===== src/hw/supply_monitor_pkg.sv =====
package supply_monitor_pkg;

  // Core clock.
  localparam int CLK_HZ         = 50_000_000;
  localparam int CLK_PERIOD_NS  = 1_000_000_000 / CLK_HZ;

  // Post-reset delay, given directly in core clock cycles.
  localparam int DELAY_SHORT_CYC = 256;
  localparam int DELAY_LONG_CYC  = 4096;

  // Least time the reset pin is pulled low once a reset starts.
  localparam int PIN_HOLD_NS  = 20_000;
  localparam int PIN_HOLD_CYC = (PIN_HOLD_NS + CLK_PERIOD_NS - 1) / CLK_PERIOD_NS;

  // Cycles after release before the reset pin level is trusted again.
  localparam int PIN_SETTLE_CYC = 4;

  // Sequencer counter.
  localparam int CNT_W = 12;
  localparam logic [CNT_W-1:0] CNT_ZERO         = 12'h000;
  localparam logic [CNT_W-1:0] CNT_ONE          = 12'h001;
  localparam logic [CNT_W-1:0] DELAY_SHORT_LAST = CNT_W'(DELAY_SHORT_CYC - 1);
  localparam logic [CNT_W-1:0] DELAY_LONG_LAST  = CNT_W'(DELAY_LONG_CYC - 1);
  localparam logic [CNT_W-1:0] PIN_HOLD_LAST    = CNT_W'(PIN_HOLD_CYC - 1);
  localparam logic [CNT_W-1:0] PIN_SETTLE_LAST  = CNT_W'(PIN_SETTLE_CYC);

  // Register port.
  localparam int REG_ADDR_W = 4;
  localparam int REG_DATA_W = 8;
  localparam logic [REG_ADDR_W-1:0] SMCS_ADDR  = 4'h0;
  localparam logic [REG_DATA_W-1:0] SMCS_RESET = 8'h00;
  localparam logic [REG_DATA_W-1:0] READ_IDLE  = 8'h00;

  // Field positions of supply_monitor_ctrl_status.
  localparam int SOURCE_SEL_BIT = 7;
  localparam int IRQ_EN_BIT     = 6;
  localparam int LIVE_FLAG_BIT  = 5;
  localparam int UV_CAUSE_BIT   = 4;
  localparam int WDG_CAUSE_BIT  = 0;
  localparam logic [2:0] RESERVED_READ = 3'h0;

  // Synchroniser lanes.
  localparam int SYNC_W     = 4;
  localparam int SYNC_UV    = 0;
  localparam int SYNC_SUPPLY = 1;
  localparam int SYNC_SENSE = 2;
  localparam int SYNC_PIN   = 3;
  // The reset pin idles high, the comparators idle at "not below".
  localparam logic [SYNC_W-1:0] SYNC_RST_VAL = 4'h8;

  typedef enum logic [1:0] {
    SEQ_RUN,
    SEQ_ACTIVE,
    SEQ_DELAY
  } seq_state_t;

endpackage


===== src/hw/sync_2ff.sv =====
`timescale 1ns/10ps
module sync_2ff #(
  parameter int               WIDTH   = 1,
  parameter logic [WIDTH-1:0] RST_VAL = '0
) (
  // Clock and reset
  input  wire logic             clk_in,
  input  wire logic             arst_n_in,
  // Data
  input  wire logic [WIDTH-1:0] async_in,
  output logic      [WIDTH-1:0] sync_out
);

  logic [WIDTH-1:0] meta;

  // The first stage feeds only the second stage.
  always_ff @(posedge clk_in or negedge arst_n_in) begin
    if (!arst_n_in) begin
      meta     <= RST_VAL;
      sync_out <= RST_VAL;
    end else begin
      meta     <= async_in;
      sync_out <= meta;
    end
  end

endmodule


===== src/hw/supply_integrity_monitor.sv =====
// Behaviour
// Hold chip in reset while undervoltage comparator reports low supply.
// Undervoltage threshold level comes from a non-volatile option, not a register.
// Drive the reset pin low during an undervoltage reset.
// Threshold flag and interrupt work only with undervoltage detection enabled.
// Bit 5 is a read-only live copy of the threshold comparator.
// Bit 7 selects main supply (0) or external sense pin (1).
// With bit 6 set, every flag change raises an interrupt request.
// Entering the service routine clears the pending request automatically.
// Enabling while flag shows undervoltage raises one request itself.
// No interrupt for a crossing during the post-reset delay.
// The request wakes from Wait but not from Halt.
// Halt freezes the whole control/status register.
// Interrupt reaches CPU only when enabled and CPU mask cleared.
// Bit 4 set by undervoltage reset, cleared only by writing zero (the cold reset also clears it).
// Bit 4 survives later pin or watchdog resets.
// Bit 0 set by watchdog reset, cleared by zero write or undervoltage.
// Cause flags encode last reset: pin 00, watchdog 01, undervoltage 1x.
// Software writes zero to bits 3 to 1.
// Software ignores watchdog flag when undervoltage detection is disabled.
// Post-reset delay is 256 or 4096 cycles by option.
// Comparator outputs pass a two-stage synchroniser first.
//
// Local design decisions: the register offsets and the address-and-strobe port.
`timescale 1ns/10ps
module supply_integrity_monitor
  import supply_monitor_pkg::*;
(
  // Clock and cold reset
  input  wire logic                  clk_in,
  input  wire logic                  arst_n_in,
  // Non-volatile options
  input  wire logic                  undervolt_enable_opt_in,
  input  wire logic [1:0]            undervolt_level_opt_in,
  input  wire logic                  long_delay_opt_in,
  // Analog comparators, asynchronous
  input  wire logic                  undervolt_below_in,
  input  wire logic                  supply_below_in,
  input  wire logic                  sense_pin_below_in,
  // Open-drain reset pin
  input  wire logic                  reset_pin_in,
  output logic                       reset_pin_out,
  output logic                       reset_pin_oe_out,
  // Reset sources and core reset
  input  wire logic                  watchdog_reset_in,
  output logic                       core_reset_out,
  // Analog control
  output logic [1:0]                 undervolt_level_out,
  output logic                       rising_threshold_out,
  output logic                       monitor_source_select_out,
  // CPU state and interrupt
  input  wire logic                  halt_in,
  input  wire logic                  wait_in,
  input  wire logic                  cpu_irq_masked_in,
  input  wire logic                  isr_enter_in,
  output logic                       irq_out,
  output logic                       wake_out,
  // Register port
  input  wire logic [REG_ADDR_W-1:0] reg_addr_in,
  input  wire logic [REG_DATA_W-1:0] reg_wdata_in,
  input  wire logic                  reg_wr_in,
  input  wire logic                  reg_rd_in,
  output logic [REG_DATA_W-1:0]      reg_rdata_out
);

  logic [SYNC_W-1:0]     sync_raw;
  logic [SYNC_W-1:0]     sync_q;
  seq_state_t            state;
  seq_state_t            next_state;
  logic [CNT_W-1:0]      cnt;
  logic [CNT_W-1:0]      next_cnt;
  logic                  source_sel;
  logic                  irq_en;
  logic                  live_flag;
  logic                  uv_cause;
  logic                  wdg_cause;
  logic                  pending;
  logic                  next_source_sel;
  logic                  next_irq_en;
  logic                  next_live_flag;
  logic                  next_uv_cause;
  logic                  next_wdg_cause;
  logic                  next_pending;
  logic [REG_DATA_W-1:0] next_rdata;

  // Comparators and the reset pin come from outside the clock domain.
  assign sync_raw = {reset_pin_in, sense_pin_below_in, supply_below_in, undervolt_below_in};

  sync_2ff #(
    .WIDTH   (SYNC_W),
    .RST_VAL (SYNC_RST_VAL)
  ) u_sync (
    .clk_in    (clk_in),
    .arst_n_in (arst_n_in),
    .async_in  (sync_raw),
    .sync_out  (sync_q)
  );

  // Reset sources.
  wire in_run     = (state == SEQ_RUN);
  wire uv_below   = sync_q[SYNC_UV] & undervolt_enable_opt_in;
  // The pin reads back low for a few cycles after our own release, so it is not trusted yet.
  wire pin_trust  = in_run & (cnt == PIN_SETTLE_LAST);
  wire pin_trig   = pin_trust & ~sync_q[SYNC_PIN];
  wire wdg_event  = in_run & watchdog_reset_in;
  wire delay_last_hit = (cnt == (long_delay_opt_in ? DELAY_LONG_LAST : DELAY_SHORT_LAST));
  wire hold_done  = (cnt >= PIN_HOLD_LAST);

  // Register port decode.
  wire addr_hit   = (reg_addr_in == SMCS_ADDR);
  wire frozen     = halt_in & in_run;
  wire wr_hit     = reg_wr_in & addr_hit & in_run & ~frozen;
  wire rd_hit     = reg_rd_in & addr_hit;

  // Threshold comparator path; the source mux feeds the live flag.
  wire mux_below  = source_sel ? sync_q[SYNC_SENSE] : sync_q[SYNC_SUPPLY];
  wire live_src   = undervolt_enable_opt_in & mux_below;
  wire flag_change = in_run & ~frozen & (live_src != live_flag);
  wire wr_irq_en  = reg_wdata_in[IRQ_EN_BIT];
  wire arm_set    = wr_hit & wr_irq_en & ~irq_en & live_flag;
  // Events while the chip is in reset or its delay are discarded.
  wire irq_event  = in_run & undervolt_enable_opt_in & ((flag_change & irq_en) | arm_set);

  // Sequencer: pin hold, then the post-reset delay.
  always_comb begin
    next_state = state;
    next_cnt   = cnt;
    case (state)
      SEQ_RUN: begin
        if (uv_below || pin_trig || wdg_event) begin
          next_state = SEQ_ACTIVE;
          next_cnt   = CNT_ZERO;
        end else if (!pin_trust) begin
          next_cnt = cnt + CNT_ONE;
        end
      end
      SEQ_ACTIVE: begin
        if (!hold_done) begin
          next_cnt = cnt + CNT_ONE;
        end else if (!uv_below) begin
          next_state = SEQ_DELAY;
          next_cnt   = CNT_ZERO;
        end
      end
      SEQ_DELAY: begin
        if (uv_below) begin
          next_state = SEQ_ACTIVE;
          next_cnt   = CNT_ZERO;
        end else if (delay_last_hit) begin
          next_state = SEQ_RUN;
          next_cnt   = CNT_ZERO;
        end else begin
          next_cnt = cnt + CNT_ONE;
        end
      end
      default: begin
        next_state = SEQ_ACTIVE;
        next_cnt   = CNT_ZERO;
      end
    endcase
  end

  // Control bits return to zero with any reset of the chip.
  assign next_source_sel = !in_run ? 1'b0 : wr_hit ? reg_wdata_in[SOURCE_SEL_BIT] : source_sel;
  assign next_irq_en     = !in_run ? 1'b0 : wr_hit ? wr_irq_en : irq_en;
  assign next_live_flag  = frozen ? live_flag : live_src;

  // A new event in the cycle of entry into the service routine wins.
  assign next_pending = frozen    ? pending :
                        irq_event ? 1'b1 :
                        (!in_run || isr_enter_in) ? 1'b0 : pending;

  // Cause flags: hardware set wins over a software clear.
  assign next_uv_cause  = uv_below | (wr_hit ? (uv_cause & reg_wdata_in[UV_CAUSE_BIT])
                                              : uv_cause);
  wire   wdg_kept       = wr_hit ? (wdg_cause & reg_wdata_in[WDG_CAUSE_BIT]) : wdg_cause;
  // An undervoltage reset in the same cycle outranks a watchdog event, being the real cause.
  assign next_wdg_cause = ~uv_below & (wdg_event | wdg_kept);

  // Bits 3 to 1 always read zero and ignore writes.
  assign next_rdata = rd_hit ? {source_sel, irq_en, live_flag, uv_cause,
                                RESERVED_READ, wdg_cause} : READ_IDLE;

  always_ff @(posedge clk_in or negedge arst_n_in) begin
    if (!arst_n_in) begin
      state <= SEQ_ACTIVE;
      cnt   <= CNT_ZERO;
    end else begin
      state <= next_state;
      cnt   <= next_cnt;
    end
  end

  // The cold reset clears both cause flags; an undervoltage reset clears bit 0, and pin and watchdog resets clear neither.
  always_ff @(posedge clk_in or negedge arst_n_in) begin
    if (!arst_n_in) begin
      uv_cause  <= SMCS_RESET[UV_CAUSE_BIT];
      wdg_cause <= SMCS_RESET[WDG_CAUSE_BIT];
    end else begin
      uv_cause  <= next_uv_cause;
      wdg_cause <= next_wdg_cause;
    end
  end

  always_ff @(posedge clk_in or negedge arst_n_in) begin
    if (!arst_n_in) begin
      source_sel    <= SMCS_RESET[SOURCE_SEL_BIT];
      irq_en        <= SMCS_RESET[IRQ_EN_BIT];
      live_flag     <= SMCS_RESET[LIVE_FLAG_BIT];
      pending       <= 1'b0;
      reg_rdata_out <= READ_IDLE;
    end else begin
      source_sel    <= next_source_sel;
      irq_en        <= next_irq_en;
      live_flag     <= next_live_flag;
      pending       <= next_pending;
      reg_rdata_out <= next_rdata;
    end
  end

  // Outputs.
  assign reset_pin_out             = 1'b0;
  assign reset_pin_oe_out          = !in_run;
  assign core_reset_out            = !in_run;
  // The analog side uses the rising threshold while the chip is held in reset.
  assign rising_threshold_out      = !in_run;
  assign undervolt_level_out       = undervolt_level_opt_in;
  assign monitor_source_select_out = source_sel;
  assign irq_out  = pending & irq_en & ~cpu_irq_masked_in;
  assign wake_out = pending & irq_en & wait_in & ~halt_in;
endmodule


===== config.mk =====
export PLATFORM = sky130hd
export DESIGN_NAME = supply_integrity_monitor
export DESIGN_NICKNAME = d
export VERILOG_FILES = /design/src/hw/supply_monitor_pkg.sv /design/src/hw/sync_2ff.sv /design/src/hw/supply_integrity_monitor.sv
export SDC_FILE = /design/constraint.sdc
export NUM_CORES = 1
export LEC_CHECK = 0
export BUFFER_PORTS_ARGS = -buffer_cell sky130_fd_sc_hd__buf_2
export CORE_ASPECT_RATIO = 0.9
export CORE_MARGIN = 4
export CORE_UTILIZATION = 25
export CTS_CLUSTER_DIAMETER = 30
export CTS_CLUSTER_SIZE = 12
export DETAILED_ROUTE_END_ITERATION = 7
export PLACE_DENSITY_LB_ADDON = 0.25
export SETUP_SLACK_MARGIN = 0.05
export SLEW_MARGIN = 30
export SYNTH_ARGS = -nofsm -noshare
export SYNTH_HDL_FRONTEND = slang
export SYNTH_SLANG_ARGS = --single-unit

===== constraint.sdc =====
create_clock -name clk_in -period 2.3 [get_ports clk_in]
set_input_delay 0 -clock clk_in [delete_from_list [all_inputs] [get_ports clk_in]]
set_output_delay 0 -clock clk_in [all_outputs]
set_load 0.005 [all_outputs]

==> impl_metrics.env, run 1 <==
export IMPL_ys_ff_latch=33
export IMPL_io_pins=46
export IMPL_min_from="undervolt_level_opt_in[1]"
export IMPL_first_global_vias=1437
export IMPL_synth_ff_type="dfrtp_1"
export IMPL_first_iter_violations=59
export IMPL_design_area_um2=2430
export IMPL_vias_per_cell=4.49
export IMPL_grt_max_degree=34
export IMPL_power_frac_seq_pct=39.9
export IMPL_ant_nets=0
export IMPL_period_needed_ns=2.20
export IMPL_grt_first_pass_wirelength_um=6910
export IMPL_vias=1532
export IMPL_fp_coreArea_um2=6690
export IMPL_pwr_share_comb_pct=34.5
export IMPL_outcome="complete, no violations"
export IMPL_ir_drop_mv=0.275
export IMPL_internal_power_mw=1.18
export IMPL_period_share_pct=95.7
export IMPL_nNetsFinal=282
export IMPL_syn2layout_area_growth_pct=38.9
export IMPL_drc=0
export IMPL_cts_inserted_buffers=5
export IMPL_synthDistinctLibCells=47
export IMPL_rr_worst_depth=7
export IMPL_place_area_um2=2140
export IMPL_r2r_start="cnt[4]$_DFFE_PN0P_"
export IMPL_fin_skew_ns=0.00514
export IMPL_synth_edf_count=0
export IMPL_startpoint_type="flop"
export IMPL_switchingPower_uw=539
export IMPL_maxSlewHeadroom_pct=50.9
export IMPL_holdPathEnd="undervolt_level_out[1]"
export IMPL_final_common_cell="buf_2"
export IMPL_netlist_instances=177
export IMPL_drtPass1Iterations=4
export IMPL_drive_above_1_share_pct=37.5
export IMPL_syn_cell_area_um2=1750
export IMPL_ys_seq_area_share_pct=47.3
export IMPL_swShare_pct=31.4
export IMPL_p_per_area_nw_per_um2=705
export IMPL_crit_path_end_kind="flop"
export IMPL_diodes=0
export IMPL_crit_type="reg2reg"
export IMPL_arrival_ns=2.39
export IMPL_initial_core_util_pct=26.2
export IMPL_worstPathRequired_ns=2.48
export IMPL_setup_viol=0
export IMPL_htreeDepth=2
export IMPL_r2r_end="cnt[5]$_DFFE_PN0P_"
export IMPL_clock_sinks=33
export IMPL_root_buffer="clkbuf_8"
export IMPL_p_clk_share_pct=25.6
export IMPL_place_gp_congestion=0.762
export IMPL_worstMarginPinSlew_ns=0.736
export IMPL_die_x_um=96.3
export IMPL_io_buffers=33
export IMPL_die_h_um=87.4
export IMPL_drv_cap=0
export IMPL_grt_use_total_pct=10.7
export IMPL_power_leakage_nw=1.08
export IMPL_async_reset_ff_share_pct=100
export IMPL_clk_pin_slew_ns=0.07
export IMPL_hold_depth=0
export IMPL_tritoncts="yes"
export IMPL_hp_class="in2out"
export IMPL_ys_warn_count=0
export IMPL_antenna_found_initial=0
export IMPL_num_rows=28
export IMPL_most_common_layout_cells="buf_2, buf_4, dfrtp_1, nand2_1, o21ai_0"
export IMPL_final_hold_viol_count=0
export IMPL_reg2reg_slack_ns=0.1
export IMPL_maxSlewViolCount=0
export IMPL_wl_um=4140
export IMPL_timing_fmax_mhz=454
export IMPL_die_area_um2=8420
export IMPL_rsz0062_at_grt="true"
export IMPL_dpl_hpwl_um=3030
export IMPL_clock_latency_ns=0.28
export IMPL_avgSynthCellArea_um2=9.90
export IMPL_fin_tns_setup_ns=0
export IMPL_path_max_fanout=6
export IMPL_wl_per_cell_um=12.1
export IMPL_globalRouteOverflowTotal=0
export IMPL_cts_path_max_buffers=2
[power groups by stage]
| stage | registers, mW | clock network [mW] | logic [mW] |
|---|---|---|---|
| after floorplan | 0.718 | 0 | 0.272 |
| after global placement | 0.693 | 0 | 0.514 |
| after detailed placement | 0.694 | 0 | 0.520 |
| after CTS | 0.683 | 0.463 | 0.546 |
| after global routing | 0.694 | 0.491 | 0.663 |
| final | 0.684 | 0.440 | 0.592 |
[metal layers]
metal / up-vias / track usage [%] / routed length, um
met4: 0 / 3.49 / 60
li1: 783 / - / -
met2: 25 / 16.7 / 1910
met1: 718 / 14.4 / 2000
met3: 6 / 2.51 / 161
met5: - / 0 / 0
[metrics by stage]
step	cells	util [%]	setup WS, ns	hold WS [ns]	power (mW)
after floorplan	180	-	0.218	-0.296	0.991
after global placement	316	32.0	0.0871	0.0000381	1.21
after detailed placement	316	32.0	0.0623	0.0000381	1.21
after CTS	333	35.0	0.0719	0.0000381	1.69
after global routing	341	36.4	0.0283	0.00000901	1.85
final	341	36.4	0.0988	0.00000224	1.72
[area by class of cell]
type / count / area [um^2]
clock inverters: 1 / 7.51
well taps: 90 / 113
multi-input cells: 124 / 852
repair buffers: 75 / 505
fillers: 700 / 4260
clock buffers: 6 / 82.6
flip-flops and latches: 33 / 830
inverters: 12 / 45.0
[cells in the mapped netlist, types with 2 or more instances]
master     n  area, um^2
or2_2      4        25.0
nand2b_1   2        12.5
dfstp_2    3        78.8
a21oi_1    2        10.0
nand3_1    8        40.0
o21ai_0   13        65.1
ha_1       2        25.0
o211ai_1  10        75.1
nor4_1     4        25.0
dfrtp_1   30         751
a21boi_0   2        15.0
o22ai_1    2        12.5
buf_2      2        10.0
nand2_1   25        93.8
or3_1      4        25.0
o221ai_1   3        26.3
and3_1     5        31.3
nor3b_1    2        15.0
nand4_1    2        12.5
inv_1     12        45.0
or4_4      2        22.5
nor2_1     6        22.5
buf_4      8        60.1
[critical path, cell delays in order (launching register included)]
cell,delay (ns)
dfrtp_1,0.38
or4b_4,0.57
or4_4,0.52
o2bb2ai_4,0.24
buf_4,0.14
buf_4,0.12
nand2_1,0.07
o311ai_2,0.07
[flip-flops by register name, summed over array words and instances, names as in the netlist]
register                   cells
u_sync.meta                    4
uv_cause                       1
live_flag                      1
u_sync.sync_out                4
irq_en                         1
reg_rdata_out                  5
state                          2
pending                        1
cnt                           12
wdg_cause                      1
monitor_source_select_out      1
[kinds of logic (layout without fill, tap and decap cells)]
family	count (synthesis)	in the layout	share of synthesized area (%)
compound gates	45	46	21.3
fa+ha+maj	2	2	1.43
buf+inv	24	94	7.42
flops	33	33	47.3
mux	1	1	0.571
other cells	1	4	0.214
simple gates	71	71	21.7
[how the worst max path moves through the flow]
stage	from	cells after the start	endpoint	slack (ns)
after floorplan	cnt[10]$_DFFE_PN0P_	5	cnt[8]$_DFFE_PN0P_	0.22
after global placement	cnt[0]$_DFFE_PN0P_	8	cnt[6]$_DFFE_PN0P_	0.09
after detailed placement	cnt[0]$_DFFE_PN0P_	8	cnt[6]$_DFFE_PN0P_	0.06
after CTS	cnt[0]$_DFFE_PN0P_	9	cnt[9]$_DFFE_PN0P_	0.07
after global routing	cnt[1]$_DFFE_PN0P_	9	cnt[11]$_DFFE_PN0P_	0.03
final	cnt[4]$_DFFE_PN0P_	7	cnt[5]$_DFFE_PN0P_	0.1
[repair_timing]
action | 4_1_cts | 5_1_grt
setup buffers | 0 | 7
endpoints found under the hold margin | 42 | 0
endpoints found under the setup margin | 1 | 11
hold buffers | 10 | 0
resized for setup | 1 | 6
pin swaps | 0 | 6
gates cloned | 0 | 1
Note: power is estimated with default switching activity, not from simulation.
==> run 2: changes to the inputs <==
--- a/config.mk
+++ b/config.mk
@@ -6,9 +6,10 @@
 export NUM_CORES = 1
 export LEC_CHECK = 0
 export BUFFER_PORTS_ARGS = -buffer_cell sky130_fd_sc_hd__buf_2
+export CAP_MARGIN = 20
 export CORE_ASPECT_RATIO = 0.9
-export CORE_MARGIN = 4
-export CORE_UTILIZATION = 25
+export CORE_MARGIN = 2
+export CORE_UTILIZATION = 41
 export CTS_CLUSTER_DIAMETER = 30
 export CTS_CLUSTER_SIZE = 12
 export DETAILED_ROUTE_END_ITERATION = 7
==> run 2 against run 1 <==
Flip-flop and latch count stayed put. Clock power grew 1%. Critical endpoint is now cnt[8]$_DFFE_PN0P_. Clock skew rose by 0.0048 ns. Core utilization increased by 22 points. Die area fell by 43%. Final cell count shrank 13%. Critical path depth fell by 2. Combinational power grew 13%.
==> impl_metrics.env, run 2 (synthesized netlist as in run 1, its figures left out) <==
export IMPL_fp_coreArea_um2=4100
export IMPL_ant_nets=0
export IMPL_final_hold_viol_count=0
export IMPL_wl_per_cell_um=14.2
export IMPL_slowest_delay_ns=0.58
export IMPL_io_buffers=33
export IMPL_startpoint_type="flop"
export IMPL_clock_latency_ns=0.28
export IMPL_power_leakage_nw=1.08
export IMPL_clk_pin_slew_ns=0.07
export IMPL_fin_skew_ns=0.00992
export IMPL_crit_path_end_kind="flop"
export IMPL_first_iter_violations=146
export IMPL_wl_um=4210
export IMPL_fin_tns_setup_ns=0
export IMPL_period_share_pct=97.1
export IMPL_rsz0062_at_grt="true"
export IMPL_place_area_um2=2080
export IMPL_worstPathRequired_ns=2.44
export IMPL_multi_input_area_um2=876
export IMPL_seqCellArea_um2=830
export IMPL_htreeDepth=2
export IMPL_maxSlewViolCount=0
export IMPL_grt_use_total_pct=17.6
export IMPL_p_per_area_nw_per_um2=757
export IMPL_finalNonFillerCells=297
export IMPL_grt_first_pass_wirelength_um=6470
export IMPL_tritoncts="yes"
export IMPL_final_common_cell="buf_2"
export IMPL_period_needed_ns=2.23
export IMPL_die_x_um=72.9
export IMPL_crit_slowest_cell="or4b_4"
export IMPL_top_register="cnt"
export IMPL_num_rows=22
export IMPL_clock_sinks=33
export IMPL_vias=1548
export IMPL_arrival_ns=2.38
export IMPL_nNetsFinal=279
export IMPL_grtUsageMet3_pct=4.12
export IMPL_diodes=0
export IMPL_drtPass1Iterations=4
export IMPL_first_global_vias=1407
export IMPL_initial_core_util_pct=42.7
export IMPL_place_gp_congestion=0.838
export IMPL_timing_fmax_mhz=448
export IMPL_grt_util_met2_pct=27.6
export IMPL_most_common_layout_cells="buf_2, dfrtp_1, nand2_1, buf_4, o21ai_0"
export IMPL_drive_above_1_share_pct=38.2
export IMPL_io_pins=46
export IMPL_syn2layout_area_growth_pct=37.1
export IMPL_globalRouteOverflowTotal=0
export IMPL_largest_reg_flops=12
export IMPL_busiest_layer="met2"
export IMPL_drc=0
export IMPL_maxSlewHeadroom_pct=50.3
export IMPL_die_area_um2=4820
export IMPL_root_buffer="clkbuf_8"
export IMPL_top_regs="cnt: 12 flops, reg_rdata_out: 5 flops"
export IMPL_path_max_fanout=6
export IMPL_gr_usage_met1_pct=24.3
export IMPL_cts_inserted_buffers=5
export IMPL_crit_chain="or4b_4 > or4_4 > o2bb2ai_4 > o21bai_4 > o211ai_1"
export IMPL_cts_path_max_buffers=2
export IMPL_drv_cap=0
export IMPL_design_area_um2=2400
export IMPL_antenna_found_initial=0
export IMPL_fillers=347
export IMPL_total_power_mw=1.82
export IMPL_post_route_util_pct=58.6
export IMPL_dp_cells=273
export IMPL_crit_type="reg2reg"
export IMPL_ir_drop_mv=0.562
export IMPL_dpl_hpwl_um=2780
export IMPL_vias_per_cell=5.21
export IMPL_die_h_um=66.0
export IMPL_hp_class="in2out"
export IMPL_setup_viol=0
export IMPL_grt_max_degree=34
export IMPL_outcome="complete, no violations"
export IMPL_worstMarginPinSlew_ns=0.746
==> run 2: worst max-delay path: cells and delay by family (launching register included) <==
| kind | cells | cell delay (ns) |
|---|---|---|
| AND/OR/NAND/NOR | 2 | 1.10 |
| AO/OA/AOI/OAI | 3 | 0.57 |
| flip-flops | 1 | 0.42 |
==> run 2: final cells by class <==
| class | count | share of cell area [%] |
|---|---|---|
| inverter | 12 | 1.87 |
| clock buffer | 7 | 3.59 |
| sequential | 33 | 34.5 |
| clock inverter | 1 | 0.312 |
| tap | 48 | 2.50 |
| timing repair buffer | 72 | 20.8 |
| multi-input combinational | 124 | 36.4 |
==> run 2: path summary, 6_finish.rpt <==
check	from	endpoint	slack [ns]	cells past startpoint
min in group asynchronous	arst_n_in	cnt[4]$_DFFE_PN0P_	0.32	2
worst min-delay path	undervolt_level_opt_in[1]	undervolt_level_out[1]	0.000002	0
worst min register to register	u_sync.meta[1]$_DFF_PN0_	u_sync.sync_out[1]$_DFF_PN0_	0.35	0
worst max register to register	cnt[4]$_DFFE_PN0P_	cnt[8]$_DFFE_PN0P_	0.07	5
worst max-delay path	cnt[4]$_DFFE_PN0P_	cnt[8]$_DFFE_PN0P_	0.07	5
max in group asynchronous	arst_n_in	cnt[10]$_DFFE_PN0P_	1.50	2
==> run 2: where the power goes <==
part           leakage (nW)  switching (mW)  internal, mW
clock                0.0445           0.202         0.243
combinational         0.609           0.327         0.339
sequential            0.422          0.0588         0.650
==> run 2: routing by layer <==
layer	vias to the layer above	routed length, um	part of all wire, %
li1	775	-	-
met2	43	2030	48
met4	0	74	1.8
met5	-	0	0
met3	9	154	3.7
met1	721	1950	46
==> run 2: timing repair <==
action,4_1_cts,5_1_grt
resized for setup,1,17
hold endpoints to repair,42,0
setup buffers,0,4
hold buffers,10,0
pin swaps,0,12
setup endpoints to repair,9,12
gates cloned,0,1
==> run 2: stage by stage <==
step	hold slack, ns	setup WS, ns
2_1_floorplan	-0.296	0.218
3_3_place_gp	0.0000601	0.0172
3_5_place_dp	0.0000601	0.00399
4_1_cts	0.0000601	0.0526
5_1_grt	0.00000961	0.00248
6_report	0.00000224	0.0660
==> run 3: changes to the inputs <==
--- a/config.mk
+++ b/config.mk
@@ -6,8 +6,8 @@
 export NUM_CORES = 1
 export LEC_CHECK = 0
 export BUFFER_PORTS_ARGS = -buffer_cell sky130_fd_sc_hd__buf_2
-export CAP_MARGIN = 20
-export CORE_ASPECT_RATIO = 0.9
+export CAP_MARGIN = 10
+export CORE_ASPECT_RATIO = 2
 export CORE_MARGIN = 2
 export CORE_UTILIZATION = 41
 export CTS_CLUSTER_DIAMETER = 30
==> run 3 against run 2 <==
First-iteration DRC count fell by 81%. Via count rose by 6.6%. Clock-buffer cell count rose by 1. Critical path type unchanged. Largest power group unchanged.
==> impl_metrics.env, run 3 (synthesized netlist as in run 1, its figures left out) <==
export IMPL_period_needed_ns=2.19
export IMPL_clock_latency_ns=0.28
export IMPL_cts_inserted_buffers=5
export IMPL_setup_viol=0
export IMPL_most_common_layout_cells="buf_2, dfrtp_1, buf_4, nand2_1, o21ai_0"
export IMPL_final_hold_viol_count=0
export IMPL_syn2layout_area_growth_pct=33.7
export IMPL_top_regs="cnt: 12 flops, reg_rdata_out: 5 flops"
export IMPL_outcome="complete, no violations"
export IMPL_die_h_um=96.5
export IMPL_antenna_found_initial=0
export IMPL_drv_cap=0
export IMPL_root_buffer="clkbuf_8"
export IMPL_grt_first_pass_wirelength_um=7400
export IMPL_nNetsFinal=276
export IMPL_clk_pin_slew_ns=0.06
export IMPL_grt_use_total_pct=20.6
export IMPL_fin_skew_ns=0.00856
export IMPL_crit_path_end_kind="flop"
export IMPL_wl_per_cell_um=15.3
export IMPL_fp_coreArea_um2=4090
export IMPL_multi_input_area_um2=845
export IMPL_crit_slowest_cell="or4b_4"
export IMPL_tritoncts="yes"
export IMPL_die_area_um2=4850
export IMPL_timing_fmax_mhz=456
export IMPL_fillers=377
export IMPL_vias_per_cell=5.54
export IMPL_first_global_vias=1676
export IMPL_grt_max_degree=34
export IMPL_crit_type="reg2reg"
export IMPL_drtPass1Iterations=4
export IMPL_arrival_ns=2.34
export IMPL_fin_tns_setup_ns=0
export IMPL_hp_class="in2out"
export IMPL_cts_path_max_buffers=2
export IMPL_finalNonFillerCells=298
export IMPL_io_pins=46
export IMPL_p_per_area_nw_per_um2=751
export IMPL_ir_drop_mv=0.504
export IMPL_drc=0
export IMPL_place_gp_congestion=0.790
export IMPL_crit_end="cnt[5]$_DFFE_PN0P_"
export IMPL_r2r_start="cnt[3]$_DFFE_PN0P_"
export IMPL_seqCellArea_um2=832
export IMPL_maxSlewHeadroom_pct=50.6
export IMPL_power_leakage_nw=1.05
export IMPL_die_x_um=50.2
export IMPL_startpoint_type="flop"
export IMPL_worstPathRequired_ns=2.45
export IMPL_r2r_end="cnt[5]$_DFFE_PN0P_"
export IMPL_num_rows=33
export IMPL_initial_core_util_pct=42.9
export IMPL_path_buf_inv=1
export IMPL_final_common_cell="buf_2"
export IMPL_htreeDepth=2
export IMPL_first_iter_violations=28
export IMPL_dpl_hpwl_um=3340
export IMPL_critPathLaunch="cnt[3]$_DFFE_PN0P_"
export IMPL_largest_reg_flops=12
export IMPL_rr_worst_depth=6
export IMPL_rsz0062_at_grt="false"
export IMPL_maxSlewViolCount=0
export IMPL_path_delay_family="simple AND/OR/NAND/NOR gates"
export IMPL_top_register="cnt"
export IMPL_drive_above_1_share_pct=37.8
export IMPL_cp_depth=6
export IMPL_diodes=0
export IMPL_clock_sinks=33
export IMPL_reg2reg_slack_ns=0.11
export IMPL_dp_cells=275
export IMPL_period_share_pct=95.4
export IMPL_wl_um=4560
export IMPL_crit_chain="or4b_4 > or4_4 > o2bb2ai_4 > o21bai_4 > buf_6 > o311ai_2"
export IMPL_ant_nets=0
export IMPL_vias=1650
export IMPL_slowest_delay_ns=0.55
export IMPL_path_max_fanout=6
export IMPL_io_buffers=33
export IMPL_globalRouteOverflowTotal=0
export IMPL_worstMarginPinSlew_ns=0.741
## run 3: final cells by class
cell class | instances | area share, %
clock buffer | 8 | 3.84
inverter | 12 | 1.92
multi-input combinational | 123 | 36.0
sequential | 33 | 35.5
tap | 52 | 2.78
timing repair buffer | 70 | 19.9
## run 3: worst reg2reg max path, cell delays in order, from the launching register on
cell and delay (ns):
dfrtp_2 0.42, or4b_4 0.55, or4_4 0.51, o2bb2ai_4 0.19, o21bai_4 0.15, buf_6 0.15, o311ai_2 0.10
## run 3: worst min path at each step
stage | startpoint | to | slack (ns) | cells after the start
floorplan | arst_n_in | cnt[0]$_DFFE_PN0P_ | -0.30 | 0
global placement | undervolt_level_opt_in[0] | undervolt_level_out[0] | 0.00003 | 0
detailed placement | undervolt_level_opt_in[0] | undervolt_level_out[0] | 0.00003 | 0
CTS | undervolt_level_opt_in[0] | undervolt_level_out[0] | 0.00003 | 0
global route | undervolt_level_opt_in[1] | undervolt_level_out[1] | 0.00004 | 0
finish | undervolt_level_opt_in[0] | undervolt_level_out[0] | 0.00004 | 0
## run 3: metrics by stage
step                      worst slack (ns)  power (mW)  hold WS, ns  cell area (um^2)  util, %
after floorplan                      0.218       0.991       -0.296              1760        -
after global placement              0.0551        1.20    0.0000346              2070     50.7
after detailed placement           -0.0308        1.21    0.0000346              2070     50.7
after CTS                           0.0536        1.70    0.0000346              2270     55.6
after global routing                0.0210        1.88    0.0000372              2340     57.3
final                                0.106        1.76    0.0000383              2340     57.3
## run 3: metal layers
layer / GRT usage (%) / wire (um)
met5: 0 / 0
met4: 11.6 / 180
met3: 2.46 / 206
met2: 41.8 / 2640
met1: 18.6 / 1540
## run 3: timing repair
| item | CTS | global route |
|---|---|---|
| hold buffers | 8 | 0 |
| resized for setup | 2 | 9 |
| endpoints found under the setup margin | 11 | 12 |
| setup buffers | 3 | 4 |
| endpoints found under the hold margin | 37 | 0 |
| pin swaps | 1 | 3 |
## run 3: power by group
group          internal [mW]  leakage, nW  total, mW  switching, mW
sequential             0.653        0.420      0.715         0.0618
clock                  0.244       0.0455      0.452          0.208
combinational          0.307        0.586      0.592          0.285
